## src/rtl/ssw_pkg.sv

```systemverilog
`default_nettype none
package ssw_pkg;
   // timebase
   localparam int unsigned CLK_HZ           = 40000000;
   localparam int unsigned CLK_PERIOD_NS    = 25;
   // reset stretch after the last cause clears
   localparam int unsigned RST_TIMEOUT_MS   = 200;
   localparam int unsigned RST_TIMEOUT_CYC  = RST_TIMEOUT_MS * (CLK_HZ / 1000);
   // watchdog period, 1.6 s held in tenths
   localparam int unsigned WDOG_PERIOD_DS   = 16;
   localparam int unsigned WDOG_PERIOD_CYC  = WDOG_PERIOD_DS * (CLK_HZ / 10);
   // manual reset debounce, in microseconds
   localparam int unsigned DEBOUNCE_US      = 1000;
   localparam int unsigned DEBOUNCE_CYC     = DEBOUNCE_US * (CLK_HZ / 1000000);
   // variant encodings
   localparam logic [1:0]  VAR_DUAL_WP      = 2'h0;
   localparam logic [1:0]  VAR_LOW_ONLY     = 2'h1;
   localparam logic [1:0]  VAR_DUAL_KICK    = 2'h2;
   typedef enum logic [1:0] {
      ST_RESET   = 2'h0,
      ST_STRETCH = 2'h1,
      ST_RUN     = 2'h3
   } ssw_state_t;
endpackage
`default_nettype wire

```

## src/rtl/ssw_debounce.sv

```systemverilog
`timescale 1ns/1ps
`default_nettype none
module ssw_debounce #(
   parameter int unsigned STABLE_CYC = 40000,
   parameter int unsigned CW         = 16
) (
   // clock and reset
   input  wire logic clk,
   input  wire logic rst_n,
   // raw and filtered level
   input  wire logic din,
   output logic      dout
);
   logic [CW-1:0] cnt_q;
   logic          dout_q;

   // new level taken only after it holds for STABLE_CYC cycles
   always_ff @(posedge clk or negedge rst_n)
   begin
      if (!rst_n)
      begin
         cnt_q  <= '0;
         dout_q <= 1'b1;
      end
      else if (din == dout_q)
      begin
         cnt_q <= '0;
      end
      else if (cnt_q >= CW'(STABLE_CYC - 1))
      begin
         cnt_q  <= '0;
         dout_q <= din;
      end
      else
      begin
         cnt_q <= cnt_q + 1'b1;
      end
   end
   assign dout = dout_q;
endmodule
`default_nettype wire

```

## src/rtl/ssw_top.sv

```systemverilog
`timescale 1ns/1ps
`default_nettype none
module ssw_top #(
   parameter logic [1:0]  VARIANT     = ssw_pkg::VAR_DUAL_WP,
   parameter int unsigned TIMEOUT_CYC = ssw_pkg::RST_TIMEOUT_CYC,
   parameter int unsigned WDOG_CYC    = ssw_pkg::WDOG_PERIOD_CYC,
   parameter int unsigned DEBNC_CYC   = ssw_pkg::DEBOUNCE_CYC
) (
   // clock and reset
   input  wire logic core_clk,
   input  wire logic resetn,
   // supply comparator
   input  wire logic supply_low,
   // manual reset and watchdog sources
   input  wire logic manual_reset_in_n,
   input  wire logic watchdog_kick_in,
   input  wire logic serial_data_in,
   // write protect and write gating
   input  wire logic write_protect,
   input  wire logic write_req,
   output logic      write_allow,
   // active-low reset pin, open drain
   input  wire logic reset_pin_n_in,
   output logic      reset_pin_n_out,
   output logic      reset_pin_n_oe,
   // active-high reset pin, driven high only while enabled, otherwise released
   output logic      reset_pin_hi_out,
   output logic      reset_pin_hi_oe
);
   localparam bit HAS_HI  = (VARIANT != ssw_pkg::VAR_LOW_ONLY);
   localparam bit HAS_WP  = (VARIANT == ssw_pkg::VAR_DUAL_WP);
   localparam bit HAS_KCK = (VARIANT == ssw_pkg::VAR_DUAL_KICK);

   // ==========================================================
   // reset release
   logic [1:0] rsync_q;
   logic       rst_n;
   always_ff @(posedge core_clk or negedge resetn)
   begin
      if (!resetn)
         rsync_q <= 2'h0;
      else
         rsync_q <= {rsync_q[0], 1'b1};
   end
   assign rst_n = rsync_q[1];

   // ==========================================================
   // manual reset debounce
   logic mr_clean;
   ssw_debounce #(
      .STABLE_CYC (DEBNC_CYC),
      .CW         (24)
   ) u_debounce (
      .clk   (core_clk),
      .rst_n (rst_n),
      .din   (manual_reset_in_n),
      .dout  (mr_clean)
   );

   // ==========================================================
   // watchdog
   logic        wd_src;
   logic        wd_prev_q;
   logic [31:0] wd_cnt_q;
   logic        wd_expired;
   logic        in_reset;
   assign wd_src = HAS_KCK ? watchdog_kick_in : serial_data_in;

   always_ff @(posedge core_clk or negedge rst_n)
   begin
      if (!rst_n)
         wd_prev_q <= 1'b0;
      else
         wd_prev_q <= wd_src;
   end

   always_ff @(posedge core_clk or negedge rst_n)
   begin
      if (!rst_n)
         wd_cnt_q <= 32'h0;
      else if (in_reset || (wd_src != wd_prev_q))
         wd_cnt_q <= 32'h0;
      else if (!wd_expired)
         wd_cnt_q <= wd_cnt_q + 32'h1;
   end
   assign wd_expired = (wd_cnt_q >= 32'(WDOG_CYC));

   // ==========================================================
   // reset cause merge and stretch
   logic                ext_pin_low;
   logic                cause;
   logic [31:0]         st_cnt_q;
   ssw_pkg::ssw_state_t state_q;

   assign ext_pin_low = !reset_pin_n_in && !reset_pin_n_oe;
   assign cause = supply_low || !mr_clean || ext_pin_low || wd_expired;

   always_ff @(posedge core_clk or negedge rst_n)
   begin
      if (!rst_n)
      begin
         state_q  <= ssw_pkg::ST_RESET;
         st_cnt_q <= 32'h0;
      end
      else if (cause)
      begin
         state_q  <= ssw_pkg::ST_RESET;
         st_cnt_q <= 32'h0;
      end
      else
      begin
         case (state_q)
            ssw_pkg::ST_RESET:
            begin
               state_q  <= ssw_pkg::ST_STRETCH;
               st_cnt_q <= 32'h1;
            end
            ssw_pkg::ST_STRETCH:
            begin
               if (st_cnt_q >= 32'(TIMEOUT_CYC))
                  state_q <= ssw_pkg::ST_RUN;
               else
                  st_cnt_q <= st_cnt_q + 32'h1;
            end
            ssw_pkg::ST_RUN:
               state_q <= ssw_pkg::ST_RUN;
            default:
               state_q <= ssw_pkg::ST_RESET;
         endcase
      end
   end
   assign in_reset = (state_q != ssw_pkg::ST_RUN);

   // ==========================================================
   // reset pins
   logic pin_q;
   always_ff @(posedge core_clk or negedge rst_n)
   begin
      if (!rst_n)
         pin_q <= 1'b1;
      else
         pin_q <= in_reset;
   end
   assign reset_pin_n_out  = 1'b0;
   assign reset_pin_n_oe   = pin_q;
   // high output only in dual variants
   assign reset_pin_hi_out = 1'b1;
   assign reset_pin_hi_oe  = HAS_HI && pin_q;

   // ==========================================================
   // write gating
   logic ever_ok_q;
   always_ff @(posedge core_clk or negedge rst_n)
   begin
      if (!rst_n)
         ever_ok_q <= 1'b0;
      else if (!supply_low)
         ever_ok_q <= 1'b1;
   end
   assign write_allow = write_req && ever_ok_q && !supply_low &&
                        !(HAS_WP && write_protect);
endmodule
`default_nettype wire

```

## config.mk

```make
export PLATFORM = sky130hd
export DESIGN_NAME = ssw_top
export DESIGN_NICKNAME = d
export VERILOG_FILES = /design/src/rtl/ssw_pkg.sv /design/src/rtl/ssw_debounce.sv /design/src/rtl/ssw_top.sv
export SDC_FILE = /design/constraint.sdc
export NUM_CORES = 1
export LEC_CHECK = 0
export CORE_MARGIN = 4
export CORE_UTILIZATION = 44
export DETAILED_ROUTE_END_ITERATION = 10
export DONT_BUFFER_PORTS = 1
export GPL_TIMING_DRIVEN = 0
export HOLD_SLACK_MARGIN = 0.02
export PLACE_DENSITY = 0.64
export SYNTH_ARGS = -nofsm -noshare
export SYNTH_HDL_FRONTEND = slang
export SYNTH_HIERARCHICAL = 1
export SYNTH_SLANG_ARGS = --single-unit
```

## constraint.sdc

```tcl
create_clock -name core_clk -period 6.6 [get_ports core_clk]
set_input_delay 1.32 -clock core_clk [delete_from_list [all_inputs] [get_ports core_clk]]
set_output_delay 1.32 -clock core_clk [all_outputs]
set_load 0.05 [all_outputs]
```

==> summary.md <==
## Status
* result of the run: finished clean

## Clocking
* clock latency reported for the late side of the worst-skew pair: 0.36 ns
* number of hold-repair buffers added at the cts stage: 0
* clock edge transition at the registers on the reported setup and hold paths: 0.10 ns
* total clock buffers created by CTS: 9
* clock tree from TritonCTS: built
* H-Tree Level Count: 3
* cts repair resizes: 0
* maximum clock insertion buffer count: 2
* clock root cell: sky130_fd_sc_hd__clkbuf_8
* post-CTS setup buffer count: 0
* sinks on the clock net: 96

## Final layout
* design area: 5024 sq um
* area delta synth->final: 9.192%
* fraction of layout cells with a size suffix above 1: 8.506%
* fill count: 934
* Antenna diodes: 0
* nets@finish: 491
* sequential cell area: 2409 sq um
* footprint of the multi-input gates: 2085 sq um

## Global routing
* Remaining Overflow, GRT: 0
* number of global-route vias before repair: 3394
* wire length of the first global-routing pass: 15410 microns
* antenna violations before repair: 0
* largest net degree at the start of global routing: 57
* total global-route track usage: 16.05%

## Timing
* worst max-slew margin expressed relative to the limit: 16.52%
* unrepaired setup endpoints after global routing: no
* worst-case clock skew: 0.009867 ns
* Fin Setup TNS: 0 ns
* final count of pins violating max slew: 0
* final cycle utilization of the critical path: 55.58%
* worst hold slack: 0.3642 ns
* Final setup viols: 0
* minimum clock period after layout: 3.668 ns
* Max Fclk: 0.2726 GHz
* actual slew at the worst max-slew pin: 1.234 ns
* Hold Fails Final Rpt: 0

## Placed design
* number of port buffers: 0
* DP HPWL: 5909 microns
* final weighted congestion in routability-driven placement: 0.8035
* post-place instance area: 4831 sq um

## Pwr
* Net Switching: 0.0002285 W
* power share of the combinational group: 2.3%
* fraction of power consumed by the clock network: 36.9%
* largest voltage drop on the vdd net: 0.1205 mV
* power density over the cells: 196.5 nW/um^2
* sequential cell fraction of total power: 60.8%
* Internal: 0.0007588 W
* leakage power summed over all cells: 2.012 nW
* net switching fraction of the power: 23.14%

## Floorplan
* Die Width: 110.3 microns
* area enclosed by the die boundary: 12160 sq um
* height of the die: 110.3 microns
* Core Footprint: 10230 sq um
* number of placement rows: 37
* top-level port count: 14
* Initial Util: 44.97%

## Setup path
* buffer and inverter count on the worst path: 0
* kind of cell adding the most delay to the critical path: simple AND/OR/NAND/NOR gates
* Register-to-Register Setup Slack: 4.12 ns
* crit path kind: input pin to primary output
* Worst path slowest cell: sky130_fd_sc_hd__nor4bb_2
* cell-by-cell listing of the critical path: nor4bb_2
* data arrival time at the worst-slack endpoint: 2.35 ns
* critical path launch point type: input pin
* delay contributed by the slowest stage of the critical path: 1.03 ns
* maximum fanout count along the critical path: 4
* required time worst endpoint: 5.28 ns
* endpoint of the worst register-to-register path: st_cnt_q[2]
* worst r2r path cells: 8
* start of the worst register-to-register path: reset_pin_hi_oe
* kind of end point of the critical path: primary output

## Drt
* DRC violation count after routing: 0
* detailed-router iteration count before antenna repair: 4
* ANT nets after route: 0
* initial detailed-routing violation count: 165
* Vias: 3296
* WL per Instance: 13.71 microns
* average via count per standard cell: 5.333
* aggregate routed wire length: 8472 microns

## Synth
* Ys Warns: 6
* post-synth design cell area: 4601 sq um
* Synth Instances: 457
* number of synthesized register bits: 96
* largest cells by area after synthesis: sky130_fd_sc_hd__dfrtp_1 (51%), sky130_fd_sc_hd__nor2_1 (5.1%), sky130_fd_sc_hd__xnor2_1 (4.9%)
* sequential share of the synthesized area: 52.27%
* Cell variety after synth: 50
* leading area contributor after synthesis: sky130_fd_sc_hd__dfrtp_1
* EDFF count, synth: 0
* proportion of synthesized flip-flops having asynchronous set or reset: 100.0%
* synthesized area per cell: 10.07 sq um
* area share of the largest cell type after synthesis: 51.13%
* Most used DFF post-synth: sky130_fd_sc_hd__dfrtp_1

## Min path
* number of cells traversed by the worst hold path: 0
* Min-Delay Endpoint: rsync_q[1]
* Min-Delay Startpoint: rsync_q[0]
* worst min path class: flop to flop

## Flow run
* Max-Cap Viols: 0

-- stage by stage --
| stage | setup slack [ns] | utilization, % | cells | power [W] |
|---|---|---|---|---|
| after CTS | 2.923 | 49.10 | 618 | 0.001001 |
| after detailed placement | 2.923 | 47.22 | 602 | 0.0006358 |
| after global routing | 2.915 | 49.10 | 618 | 0.001033 |
| final | 2.932 | 49.10 | 618 | 0.0009873 |
| after global placement | 2.383 | 46.92 | 601 | 0.0006333 |
| after floorplan | 2.427 | - | 465 | 0.0006275 |
-- cells by family after synthesis --
kind of cell / after synthesis / share of synthesized area, %
fa+ha+maj: 5 / 1.360
xor+xnor: 46 / 8.757
mux: 2 / 0.4895
compound gates: 59 / 9.165
flops: 96 / 52.27
buf+inv: 29 / 3.209
other cells: 3 / 0.2447
simple gates: 217 / 24.50
-- sequential cells by signal (all words and copies together) (netlist names) --
name and count:
u_debounce/dout 1, wd_prev_q 1, state_q 2, st_cnt_q 32, ever_ok_q 1, rsync_q 2
wd_cnt_q 32, reset_pin_hi_oe 1, u_debounce/cnt_q 24
-- worst max path at each step --
stage / depth (start not counted) / end / slack, ns / start
finish: 1 / write_allow / 2.93 / supply_low
detailed placement: 1 / write_allow / 2.92 / supply_low
global placement: 1 / write_allow / 2.38 / write_req
floorplan: 1 / write_allow / 2.43 / write_req
global route: 1 / write_allow / 2.92 / supply_low
CTS: 1 / write_allow / 2.92 / supply_low
-- area by class of cell --
type	count	share of cell area, %
clock buffer	11	3.014
tap	136	3.387
timing repair buffer	1	0.3985
multi-input combinational	340	41.49
sequential	96	47.95
buffer	20	2.266
clock inverter	5	0.8219
inverter	9	0.6725
-- cells in the final DEF, fill, tap and decap left out, types with 11 or more instances in the layout --
master                     instances
sky130_fd_sc_hd__nand4_1          25
sky130_fd_sc_hd__o21ai_0          18
sky130_fd_sc_hd__nand3_1          22
sky130_fd_sc_hd__conb_1           11
sky130_fd_sc_hd__clkbuf_1         12
sky130_fd_sc_hd__xnor2_1          26
sky130_fd_sc_hd__nand2_1          28
sky130_fd_sc_hd__dfrtp_1          93
sky130_fd_sc_hd__nor3_1           11
sky130_fd_sc_hd__nor2_1           63
sky130_fd_sc_hd__clkbuf_8         11
sky130_fd_sc_hd__and2_1           18
sky130_fd_sc_hd__a21oi_1          17
sky130_fd_sc_hd__xor2_1           20
-- synthesized netlist by cell type, types with 2 or more instances --
cell type,instances
sky130_fd_sc_hd__dfrtp_1,94
sky130_fd_sc_hd__nor2_1,63
sky130_fd_sc_hd__nand2_1,28
sky130_fd_sc_hd__xnor2_1,26
sky130_fd_sc_hd__nand4_1,25
sky130_fd_sc_hd__nand3_1,22
sky130_fd_sc_hd__xor2_1,20
sky130_fd_sc_hd__and2_1,18
sky130_fd_sc_hd__o21ai_0,18
sky130_fd_sc_hd__a21oi_1,17
sky130_fd_sc_hd__clkbuf_1,12
sky130_fd_sc_hd__nor3_1,11
sky130_fd_sc_hd__and3_1,10
sky130_fd_sc_hd__inv_1,9
sky130_fd_sc_hd__nor4_1,8
sky130_fd_sc_hd__o31ai_1,8
sky130_fd_sc_hd__and4_1,7
sky130_fd_sc_hd__nand2b_1,6
sky130_fd_sc_hd__or3_1,6
sky130_fd_sc_hd__ha_1,5
sky130_fd_sc_hd__buf_4,4
sky130_fd_sc_hd__buf_6,3
sky130_fd_sc_hd__conb_1,3
sky130_fd_sc_hd__a211oi_1,2
sky130_fd_sc_hd__a31oi_1,2
sky130_fd_sc_hd__dfstp_2,2
sky130_fd_sc_hd__mux2_2,2
sky130_fd_sc_hd__nor2b_1,2
sky130_fd_sc_hd__nor3b_1,2
sky130_fd_sc_hd__o41ai_2,2
-- power groups by stage --
stage | combinational [W] | clock (W) | sequential (W)
floorplan | 0.0000140 | 0 | 0.000614
global route | 0.0000255 | 0.000404 | 0.000603
finish | 0.0000224 | 0.000364 | 0.000600
detailed placement | 0.0000229 | 0 | 0.000613
CTS | 0.0000229 | 0.000377 | 0.000601
global placement | 0.0000164 | 0 | 0.000617
-- per-layer routing --
layer  GRT usage (%)  vias to the layer above  routed length (microns)
li1                -                     1619                        -
met1           20.19                     1626                     3813
met2           27.38                       40                     4318
met3           3.262                       11                      210
met4           5.893                        0                      129
met5               0                        -                        0
Power figures use the tool's default switching activity.
